==> src/rpc_pkg.sv <==
// package for the rf path and band-pass calibration configuration bank
// assumes an 8-bit register bus with 10-bit byte addresses
package rpc_pkg;
	localparam int ADDR_W = 10;
	localparam int DATA_W = 8;
	localparam logic [9:0] RF_PATH_CONTROL_OFS        = 10'h089;
	localparam logic [9:0] BANDPASS_CAL_TIME_OFS      = 10'h08A;
	localparam logic [9:0] BANDPASS_CAL_BANDWIDTH_OFS = 10'h08B;
	localparam logic [7:0] RF_PATH_CONTROL_RST        = 8'h07;
	localparam logic [7:0] BANDPASS_CAL_TIME_RST      = 8'h07;
	localparam logic [7:0] BANDPASS_CAL_BANDWIDTH_RST = 8'h04;
	localparam int RF_PATH_DISABLE_BIT = 4;
	localparam int IF_ATT_MSB          = 3;
	localparam int CAL_DUR_MSB         = 3;
	localparam int CAL_BW_MSB          = 5;
	// calibration lasts txtal * CAL_MULT * (n + CAL_ADD)
	localparam int CAL_MULT = 80 * 7;
	localparam int CAL_ADD  = 4;
	localparam logic [5:0] CAL_BW_50K  = 6'h04;
	localparam logic [5:0] CAL_BW_80K  = 6'h0D;
	localparam logic [5:0] CAL_BW_125K = 6'h16;
	localparam logic [5:0] CAL_BW_200K = 6'h1F;
	localparam logic [5:0] CAL_BW_300K = 6'h27;
	localparam int NUM_REGS = 3;
endpackage

==> src/rpc_regs_if.sv <==
// bundle between the bank top and its register storage
// assumes one clock domain shared by both ends
`timescale 1ns/1ps
interface rpc_regs_if;
	logic       wr_en;
	logic [1:0] wr_idx;
	logic [7:0] wr_data;
	logic [7:0] reg_q [3];
	modport top (output wr_en, output wr_idx, output wr_data, input reg_q);
	modport store (input wr_en, input wr_idx, input wr_data, output reg_q);
endinterface

==> src/rpc_reg_store.sv <==
// storage for the three configuration bytes with per-register write masks
// assumes writes are already decoded to an index by the top
`timescale 1ns/1ps
module rpc_reg_store
	import rpc_pkg::*;
(
	input  wire logic  core_clk_i,
	input  wire logic  arst_n_i,
	rpc_regs_if.store  bus
);
	localparam logic [7:0] RST_V [3] = '{RF_PATH_CONTROL_RST,
		BANDPASS_CAL_TIME_RST, BANDPASS_CAL_BANDWIDTH_RST};
	// only documented field bits can ever hold a one
	localparam logic [7:0] MASK_V [3] = '{8'h1F, 8'h0F, 8'h3F};
	logic [7:0] q_reg    [3];
	logic [7:0] q_next   [3];

	genvar g;
	generate
		for (g = 0; g < NUM_REGS; g++) begin : g_reg
			always_comb begin
				q_next[g] = q_reg[g];
				if (bus.wr_en && bus.wr_idx == 2'(g)) begin
					q_next[g] = bus.wr_data & MASK_V[g];
				end
			end
			always_ff @(posedge core_clk_i or negedge arst_n_i) begin
				if (!arst_n_i) begin
					q_reg[g] <= RST_V[g];
				end else begin
					q_reg[g] <= q_next[g];
				end
			end
			assign bus.reg_q[g] = q_reg[g];
		end
	endgenerate
endmodule

==> src/rpc_bank.sv <==
// top of the rf path and band-pass calibration configuration bank
// assumes a single-cycle strobe master on core_clk_i; no wait states
//
// The plain strobed port was decided locally.
`timescale 1ns/1ps
// Overview of operation
// rf_path_disable at 1 switches the rf path off, at 0 (reset) on.
// the 4-bit if_attenuation_trim sets 0 to 12.0 dB in 0.8 dB steps.
// in single-down conversion software uses only codes 0101 to 1010.
// calibration lasts txtal*80*7*(n+4), n resetting to the default 7.
// the duration code spans 0h to Fh, from 560*4 to 560*19 periods.
// the 6-bit width select chooses the calibration bandwidth, reset 04h.
// unused bits read zero, ignore writes and drive no outputs.
module rpc_bank
(
	input  wire logic                       core_clk_i,
	input  wire logic                       arst_n_i,
	input  wire logic [rpc_pkg::ADDR_W-1:0] addr_i,
	input  wire logic [rpc_pkg::DATA_W-1:0] wdata_i,
	input  wire logic                       wr_i,
	input  wire logic                       rd_i,
	output logic      [rpc_pkg::DATA_W-1:0] rdata_o,
	output logic                            rf_path_disable_o,
	output logic      [3:0]                 if_attenuation_trim_o,
	output logic      [3:0]                 bandpass_cal_duration_o,
	output logic      [5:0]                 bandpass_cal_width_select_o,
	output logic      [14:0]                bandpass_cal_periods_o
);
	import rpc_pkg::*;

	rpc_regs_if regs ();

	logic [7:0]  rdata_reg;
	logic [7:0]  rdata_next;
	logic        dis_reg;
	logic        dis_next;
	logic [3:0]  att_reg;
	logic [3:0]  att_next;
	logic [3:0]  dur_reg;
	logic [3:0]  dur_next;
	logic [5:0]  bw_reg;
	logic [5:0]  bw_next;
	logic [14:0] per_reg;
	logic [14:0] per_next;

	function automatic logic [2:0] dec_idx(input logic [9:0] a);
		// bit 2 flags a hit, bits 1:0 the register index
		unique case (a)
			RF_PATH_CONTROL_OFS:        dec_idx = 3'h4;
			BANDPASS_CAL_TIME_OFS:      dec_idx = 3'h5;
			BANDPASS_CAL_BANDWIDTH_OFS: dec_idx = 3'h6;
			default:                    dec_idx = 3'h0;
		endcase
	endfunction

	logic [2:0] wr_hit;
	logic [2:0] rd_hit;
	assign wr_hit        = dec_idx(addr_i);
	assign rd_hit        = dec_idx(addr_i);
	assign regs.wr_en    = wr_i && wr_hit[2];
	assign regs.wr_idx   = wr_hit[1:0];
	assign regs.wr_data  = wdata_i;

	rpc_reg_store u_store (
		.core_clk_i (core_clk_i),
		.arst_n_i   (arst_n_i),
		.bus        (regs)
	);

	always_comb begin
		// unmapped reads return zero; data only valid the cycle after rd_i
		rdata_next = 8'h00;
		if (rd_i && rd_hit[2]) begin
			rdata_next = regs.reg_q[rd_hit[1:0]];
		end
		dis_next = regs.reg_q[0][RF_PATH_DISABLE_BIT];
		att_next = regs.reg_q[0][IF_ATT_MSB:0];
		dur_next = regs.reg_q[1][CAL_DUR_MSB:0];
		bw_next  = regs.reg_q[2][CAL_BW_MSB:0];
		// duration in crystal periods, 2240 up to 10640
		per_next = 15'(CAL_MULT * (int'(dur_next) + CAL_ADD));
	end

	always_ff @(posedge core_clk_i or negedge arst_n_i) begin
		if (!arst_n_i) begin
			rdata_reg <= 8'h00;
			dis_reg   <= RF_PATH_CONTROL_RST[RF_PATH_DISABLE_BIT];
			att_reg   <= RF_PATH_CONTROL_RST[3:0];
			dur_reg   <= BANDPASS_CAL_TIME_RST[3:0];
			bw_reg    <= BANDPASS_CAL_BANDWIDTH_RST[5:0];
			per_reg   <= 15'(CAL_MULT * (int'(BANDPASS_CAL_TIME_RST[3:0])
				+ CAL_ADD));
		end else begin
			rdata_reg <= rdata_next;
			dis_reg   <= dis_next;
			att_reg   <= att_next;
			dur_reg   <= dur_next;
			bw_reg    <= bw_next;
			per_reg   <= per_next;
		end
	end

	assign rdata_o                     = rdata_reg;
	assign rf_path_disable_o           = dis_reg;
	assign if_attenuation_trim_o       = att_reg;
	assign bandpass_cal_duration_o     = dur_reg;
	assign bandpass_cal_width_select_o = bw_reg;
	assign bandpass_cal_periods_o      = per_reg;
endmodule

==> config.mk <==
export PLATFORM = sky130hd
export DESIGN_NAME = rpc_bank
export DESIGN_NICKNAME = d
export VERILOG_FILES = /design/src/rpc_pkg.sv /design/src/rpc_regs_if.sv /design/src/rpc_reg_store.sv /design/src/rpc_bank.sv
export SDC_FILE = /design/constraint.sdc
export NUM_CORES = 1
export LEC_CHECK = 0
export ABC_AREA = 0
export BUFFER_PORTS_ARGS = -buffer_cell sky130_fd_sc_hd__buf_2
export CAP_MARGIN = 40
export CORE_MARGIN = 2
export CORE_UTILIZATION = 52
export CTS_BUF_LIST = sky130_fd_sc_hd__clkbuf_4 sky130_fd_sc_hd__clkbuf_8 sky130_fd_sc_hd__clkbuf_16
export CTS_CLUSTER_DIAMETER = 50
export DETAILED_ROUTE_END_ITERATION = 6
export GPL_ROUTABILITY_DRIVEN = 1
export PLACE_DENSITY_LB_ADDON = 0.2
export SLEW_MARGIN = 20
export SYNTH_ARGS = -nofsm -noshare
export SYNTH_HDL_FRONTEND = slang
export SYNTH_HIERARCHICAL = 1
export SYNTH_SLANG_ARGS = --single-unit
export TNS_END_PERCENT = 5
==> constraint.sdc <==
create_clock -name core_clk_i -period 3.15 [get_ports core_clk_i]
set_input_delay 0.1575 -clock core_clk_i [delete_from_list [all_inputs] [get_ports core_clk_i]]
set_output_delay 0.1575 -clock core_clk_i [all_outputs]
set_load 0.05 [all_outputs]
### Word-level counts from Yosys, hierarchy flattened

Index checks and enable logic that the tools add are counted.

| word-level totals | value |
|---|---|
| logic and storage cells | 29 |
| input bits | 22 |
| register bits after elaboration | 49 |
| output and inout bits | 38 |

| operators by class | value |
|---|---|
| add/subtract/negate cells | 1 |
| mux-type cells | 5 |
| bitwise gates (word level) | 1 |
| reduce and logical (&&, ||, !) cells | 6 |
| eq/ne operators | 5 |
| $lt $le $gt $ge | 1 |
| multipliers | 1 |

Operators with widths:

| operator | number |
|---|---|
| $eq 10x8->1 const B | 3 |
| $mux 8 | 3 |
| $bmux 8 s2 | 1 |
| $mul 6x5->11 const A | 1 |
| $pmux 3 s3 | 1 |
| $add 4x3->5 const B | 1 |
| $logic_and 1x1->1 | 5 |
| $ge 3x3->1 const B | 1 |
| $not 2->3 | 1 |
| $eq 2x1->1 const B | 1 |
| $eq 2x2->1 const B | 1 |
| $logic_not 2->1 | 1 |

### Depth between registers and ports, before layout

Gate-level depths: netlist (run 1).

| logic depth | value |
|---|---|
| depth in word-level cells | 7 |
| mapped depth | 9 |
| gate-level depth less buffers | 9 |

### Modules after synthesis

Netlist (run 1), hierarchy kept.

Modules (own cells, without submodules):

| module | sequential area each (um^2) | area each (um^2) | cells each | instances |
|---|---|---|---|---|
| rpc_bank | 837.1 | 1577.8 | 125 | 1 |
| rpc_reg_store | 384.1 | 661.9 | 43 | 1 |

### Least setup slack after synthesis (run 1)

Ideal clock, no wire load.

| path | value |
|---|---|
| path kind | register to register |
| start point | register u_store.q_reg (netlist bit u_store/bus.reg_q[10]) |
| end point | register per_reg[12], in the netlist bandpass_cal_periods_o[12] |
| cell stages (with the launch flop) | 9 |
| required time | 3075 ps |
| arrival | 2268 ps |
| library setup time | 75 ps |
| path slack | 807 ps |
| clock period less this slack | 2343 ps |
| path buffers | 0 |
| cells stage by stage | dfstp_2 -> inv_1 -> ha_1 -> and2_1 -> ha_1 -> ha_1 -> nand2_1 -> o31ai_1 -> xor2_1 |

| on the way | value |
|---|---|
| word-level cells in the longest chain between the ends | 2 |

Ends and longest elaborated chain:

| what | RTL line | text |
|---|---|---|
| start: declaration | rpc_reg_store.sv:15 | `logic [7:0] q_reg [3];` |
| start signal: indexed assignment | rpc_reg_store.sv:29 | `q_reg[g] <= RST_V[g];` |
| start signal: indexed assignment | rpc_reg_store.sv:31 | `q_reg[g] <= q_next[g];` |
| $add 4x3->5 | rpc_bank.sv:81 | `per_next = 15'(CAL_MULT * (int'(dur_next) + CAL_ADD));` |
| $mul 6x5->11 | rpc_bank.sv:81 |  |
| net per_next[12] | rpc_bank.sv:44 | `logic [14:0] per_next;` |
| end signal: assignment | rpc_bank.sv:91 | `per_reg <= 15'(CAL_MULT * (int'(BANDPASS_CAL_TIME_RST[3:0])` |
| end signal: assignment | rpc_bank.sv:99 | `per_reg <= per_next;` |
| end: declaration | rpc_bank.sv:43 | `logic [14:0] per_reg;` |

The timed path passes the listed nets, and every way through them passes these cells.
A chain may end at the register's enable or synchronous reset.

### Final worst setup path (run 1)

| path | value |
|---|---|
| start point | register u_store.q_reg (netlist bit u_store/bus.reg_q[10]) |
| end point | register per_reg[14], in the netlist bandpass_cal_periods_o[14] |

Same word-level chain as after synthesis.

==> results of run 1 <==
[final timing paths]
kind | start | end | cells past startpoint
min in group asynchronous | arst_n_i | bandpass_cal_periods_o[10] | 2
min reg2reg | u_store/bus.reg_q[2] | bandpass_cal_width_select_o[2] | 0
max in group asynchronous | arst_n_i | u_store/bus.reg_q[10] | 3
max | u_store/bus.reg_q[10] | bandpass_cal_periods_o[14] | 8
max reg2reg | u_store/bus.reg_q[10] | bandpass_cal_periods_o[14] | 8
min | wdata_i[5] | u_store/bus.reg_q[5] | 2
[logic make-up after synthesis]
| logic type | count (synthesis) | synth area share (%) |
|---|---|---|
| flops | 48 | 54.5 |
| mux | 23 | 11.1 |
| buf+inv | 26 | 6.93 |
| compound gates | 16 | 5.14 |
| other cells | 2 | 0.335 |
| fa+ha+maj | 13 | 7.60 |
| simple gates | 32 | 11.2 |
| xor+xnor | 8 | 3.13 |
[critical path, stage by stage (launching register included)]
cell and delay, ns:
dfstp_2 0.59, inv_1 0.12, ha_1 0.41, and2_1 0.22, ha_1 0.28, ha_1 0.36
nand2_1 0.09, o31ai_1 0.32, and2_1 0.19
[sequential cells by signal, indices dropped and copies added (netlist names)]
signal / cells
rf_path_disable_o: 1
u_store/bus.reg_q: 15
bandpass_cal_width_select_o: 6
bandpass_cal_periods_o: 10
if_attenuation_trim_o: 4
bandpass_cal_duration_o: 4
rdata_o: 8
[layout by cell type (no fill, tap or decap)]
cell type / n
a21oi_1: 2
a31oi_1: 9
and2_1: 2
and4_1: 8
buf_16: 1
buf_2: 53
buf_4: 1
clkbuf_4: 2
clkbuf_8: 6
conb_1: 13
dfrtp_1: 32
dfstp_2: 16
dlygate4sd3_1: 1
fa_1: 1
ha_1: 12
inv_1: 7
mux2_2: 15
mux2i_1: 8
nand2_1: 2
nand2b_1: 1
nand3_1: 2
nand3b_1: 1
nand3b_2: 1
nand4b_1: 1
nor2_1: 3
nor3_1: 8
nor3b_4: 1
nor4b_4: 2
o2111a_1: 1
o2111ai_2: 1
o211ai_1: 1
o21bai_1: 1
o31ai_1: 1
xnor2_1: 3
xor2_1: 5
[synth_stat cells (3+ instances only)]
cell type	number
ha_1	12
dfrtp_1	32
xor2_1	5
xnor2_1	3
mux2i_1	8
buf_2	4
and4_1	8
a31oi_1	9
nor3_1	8
nor2_1	3
mux2_2	15
dfstp_2	16
inv_1	7
buf_4	14
[per-layer routing]
layer / global-route usage, % / share of wire [%]
met5: 0 / 0
met3: 5.38 / 4.6
met1: 23.3 / 44
met2: 30.3 / 50
met4: 5.77 / 1.3
[area by class of cell]
class,instances,area (um^2),area share [%]
inverters,7,26.3,1.00
well taps,50,62.6,2.39
flip-flops and latches,48,1220,46.6
repair buffers,56,310,11.8
clock buffers,8,97.6,3.72
multi-input cells,105,905,34.5
[report_power, final]
part	internal [mW]	switching, mW	total (mW)	leakage [nW]
Clock	0.196	0.185	0.382	0.0523
Combinational	0.0240	0.0533	0.0774	0.695
Sequential	0.624	0.00302	0.627	0.602
[timing repair]
item	CTS	global route
endpoints found under the hold margin	16	0
hold buffers	1	0
buffers inserted	0	0
gates resized for setup	0	0
==> impl_metrics.yaml, run 1 <==
setup_path:
  critPathCaptureType: "flip-flop"
  cp.required_ns: 3.38
  crit_arrival_ns: 2.89
  cp_max_fo: 6
  crit_type: "flip-flop to flip-flop"
  worst-r2r-setup-slack_ns: 0.49
  critPathLaunchType: "flip-flop"
sta:
  holdWs_ns: 0.0950
  hold_viol: 0
  setup_violations: 0
  finalCriticalPeriod_ns: 2.66
  slew_headroom_pct: 44.4
  grt_setup_unrepaired: "false"
  tns_ns: 0
  period_share_pct: 84.4
  slew_violations: 0
  worst_pin_slew_ns: 0.830
  fmax_ghz: 0.376
  setup_ws_ns: 0.491
  fin_skew_ns: 0.00744
placed_design:
  gp_congestion: 0.808
  place_area_um2: 2510
  dp_hpwl_mm: 3.07
  port_buffers: 53
  pre_cts_ws_ns: 0.517
  dp.cells: 265
final_layout:
  postLayoutCoreUtil_pct: 64.2
  nFillCells: 335
  design_area_um2: 2620
  instances_no_fill: 274
  diodes: 0
  nNetsFinal: 258
  layout-area-overhead-vs-synth_pct: 17.1
  layout-drive-gt1-share_pct: 44.2
yosys:
  postSynthCellCount: 168
  synth_warnings: 6
  seq_area_frac_synth_pct: 54.5
  postSynth.asyncResetShare_pct: 100
  synth.area.top_cells: "dfrtp_1 (36%), dfstp_2 (19%), mux2_2 (7.5%), ha_1 (6.7%), buf_4 (4.7%)"
  syn_area_per_cell_um2: 13.3
  synth_flop_cell: "dfrtp_1"
  synth_edf_count: 0
  ys_types: 32
  synth-seq-cells: 48
  synth.top_cell.area_share_pct: 35.8
  syn_area_um2: 2240
  synth_top_cell_by_area: "dfrtp_1"
cts:
  clock-sinks: 48
  clock_latency_ns: 0.30
  clockBufferDepth: 2
  h-tree-depth: 2
  root_buffer: "clkbuf_8"
  cts_tree: "built"
  cts_buffers: 5
  clkTransAtPathRegs_ns: 0.08
global_routing:
  gr-usage-all-layers_pct: 18.3
  grt_start_max_net_pins: 28
  grt_antenna_before_repair: 0
  grt_overflow: 0
  grt_pass1_wl_mm: 6.96
  grt_pass1_vias: 1451
power_and_ir_drop:
  ir_worst_vdd_v: 0.000311
  totalPowerFinal_mw: 1.09
  powerDensity_nw_per_um2: 414
  p_leak_nw: 1.35
floorplanning:
  fp.dieH_um: 69.6
  core-area_um2: 4090
  dieArea_um2: 4850
  fp.dieW_um: 69.6
  std_cell_rows: 23
  io-pin-count: 60
  initial_core_util_pct: 54.8
routing:
  drtIter0Drc: 44
  viasPerCell: 5.18
  drt.antenna.violating_nets: 0
  drt_pre_antenna_iters: 4
  wl_mm: 4.11
  dr_total_vias: 1420
  wl_per_cell_um: 15.0
  drc: 0
job:
  cap_violations: 0
worst_hold_path:
  hp-class: "primary input to flip-flop"
status:
  status: "completed"
Power figures use the tool's default switching activity.
==> inputs of run 2 (changes only) <==
Settings changed: CORE_UTILIZATION 52 to 47.
Clock period 3.15 ns to 2.25 ns, I/O delays scaled along.
==> impl_metrics.yaml, run 2 (same netlist as run 1, synthesis figures left out) <==
final_layout:
  instances_no_fill: 282
  diodes: 0
  layout_common_cells: "buf_2 (53), dfrtp_1 (32), dfstp_2 (16)"
  layout-area-overhead-vs-synth_pct: 22.1
  final_common_cell: "buf_2"
  largest_reg_flops: 15
  multi_input_area_um2: 985
  postLayoutCoreUtil_pct: 58.7
  ff_latch_area_um2: 1220
  layout-drive-gt1-share_pct: 49.1
  design_area_um2: 2730
  nFillCells: 382
  nNetsFinal: 262
cts:
  h-tree-depth: 2
  cts_tree: "built"
  cts_buffers: 5
  clock_latency_ns: 0.31
  clockBufferDepth: 2
  clkTransAtPathRegs_ns: 0.10
  root_buffer: "clkbuf_8"
  clock-sinks: 48
setup_path:
  critPathCaptureType: "flip-flop"
  r2r_cells: 8
  worst-r2r-setup-slack_ns: 0.06
  crit_type: "flip-flop to flip-flop"
  cp.required_ns: 2.48
  critPathLaunchType: "flip-flop"
  cp_max_fo: 5
  critPathMaxStageDelay_ns: 0.54
  crit_path_frequent_cell: "inv_1"
  r2r-end: "bandpass_cal_periods_o[13]"
  crit_chain: "inv_1 > buf_4 > ha_1 > inv_1 > fa_2 > nand4b_1 > o211ai_1 > xnor2_1"
  cpMaxStageDelayCell: "dfstp_2"
  r2r-start: "u_store/bus.reg_q[10]"
  crit_arrival_ns: 2.42
sta:
  grt_setup_unrepaired: "true"
  slew_headroom_pct: 65.4
  fin_skew_ns: 0.0136
  hold_viol: 0
  fmax_ghz: 0.457
  worst_pin_slew_ns: 0.519
  setup_violations: 0
  period_share_pct: 97.3
  tns_ns: 0
  finalCriticalPeriod_ns: 2.19
  setup_ws_ns: 0.0613
  slew_violations: 0
routing:
  wl_mm: 3.93
  drt_pre_antenna_iters: 4
  viasPerCell: 5.00
  wl_per_cell_um: 13.9
  drc: 0
  drtIter0Drc: 38
  drt.antenna.violating_nets: 0
  dr_total_vias: 1409
global_routing:
  grt_antenna_before_repair: 0
  grt_pass1_vias: 1301
  met2_usage_pct: 24.6
  grt_start_max_net_pins: 25
  grt_overflow: 0
  use_met1_pct: 21.2
  busiest_layer: "met2"
  gr-usage-all-layers_pct: 15.9
  grt_pass1_wl_mm: 6.31
  met3_usage_pct: 5.25
placed_design:
  pre_cts_ws_ns: 0.0184
  port_buffers: 53
  dp.cells: 273
  dp_hpwl_mm: 2.93
  place_area_um2: 2570
  gp_congestion: 0.717
worst_hold_path:
  min_from: "wdata_i[5]"
  hp-class: "primary input to flip-flop"
  hold_end: "u_store/bus.reg_q[5]"
  whs_path_depth: 2
power_and_ir_drop:
  p_comb_share_pct: 7.3
  powerDensity_nw_per_um2: 553
  ir_worst_vdd_v: 0.000360
  p_clk_share_pct: 34.7
  p_leak_nw: 1.36
  p_switching_mw: 0.376
  swShare_pct: 24.9
  power.internal_mw: 1.14
  p_seq_share_pct: 58.0
floorplanning:
  initial_core_util_pct: 48.1
  io-pin-count: 60
  std_cell_rows: 25
  fp.dieH_um: 73.0
  fp.dieW_um: 73.0
  core-area_um2: 4660
  dieArea_um2: 5330
job:
  cap_violations: 0
status:
  status: "completed"
-- run 2: cell count changes in the layout (fill, tap and decap cells not counted), sizes merged --
| cell | before | now |
|---|---|---|
| clkbuf | 8 | 5 |
| buf | 55 | 59 |
| clkinvlp | 0 | 1 |
| inv | 7 | 9 |
-- run 2: worst max-delay path by stage --
stage	from	to	slack, ns
3_5_place_dp	u_store/bus.reg_q[10]	bandpass_cal_periods_o[12]	0.02
4_1_cts	u_store/bus.reg_q[10]	bandpass_cal_periods_o[13]	0.02
6_report	u_store/bus.reg_q[10]	bandpass_cal_periods_o[13]	0.06
5_1_grt	u_store/bus.reg_q[10]	bandpass_cal_periods_o[13]	-0.01
3_3_place_gp	u_store/bus.reg_q[10]	bandpass_cal_periods_o[13]	0.06
2_1_floorplan	u_store/bus.reg_q[10]	bandpass_cal_periods_o[12]	0.05
-- run 2: worst max-delay path, delay by kind of cell, from the launching register on --
family	cells	cell delay, ns
compound gates	1	0.22
simple gates	1	0.20
flops	1	0.54
xor+xnor	1	0.14
buf+inv	3	0.31
fa+ha+maj	2	0.71
-- run 2: what timing repair did --
action | in CTS | in global routing
hold buffers | 1 | 0
gates resized for setup | 1 | 8
pin swaps | 0 | 2
buffers inserted | 0 | 0
setup endpoints to repair | 1 | 5
hold endpoints to repair | 14 | 0
-- run 2: power by group through the flow --
stage	registers [mW]	logic, mW	clock network (mW)
after floorplan	0.905	0.0601	0
after detailed placement	0.893	0.110	0
after CTS	0.877	0.111	0.544
after global placement	0.893	0.101	0
after global routing	0.878	0.122	0.579
final	0.877	0.110	0.524
-- run 2: layer usage --
metal / share of wire, % / vias up / wire [um]
met2: 48 / 36 / 1880
li1: - / 692 / -
met3: 5.4 / 6 / 213
met5: 0 / - / 0
met4: 1.3 / 0 / 53
met1: 46 / 675 / 1790
-- run 2: cell type report --
class / count / share of cell area (%)
Clock buffer: 5 / 2.52
Clock inverter: 3 / 0.915
Inverter: 7 / 0.961
Multi-Input combinational cell: 105 / 36.0
Sequential cell: 48 / 44.7
Tap cell: 54 / 2.47
Timing Repair Buffer: 60 / 12.4
-- run 2: per-stage QoR --
| step | hold slack, ns | power [mW] |
|---|---|---|
| 6_report | 0.0278 | 1.51 |
| 5_1_grt | 0.0236 | 1.58 |
| 4_1_cts | 0.0193 | 1.53 |
| 3_5_place_dp | 0.112 | 1.00 |
| 3_3_place_gp | 0.292 | 0.993 |
| 2_1_floorplan | -0.183 | 0.965 |
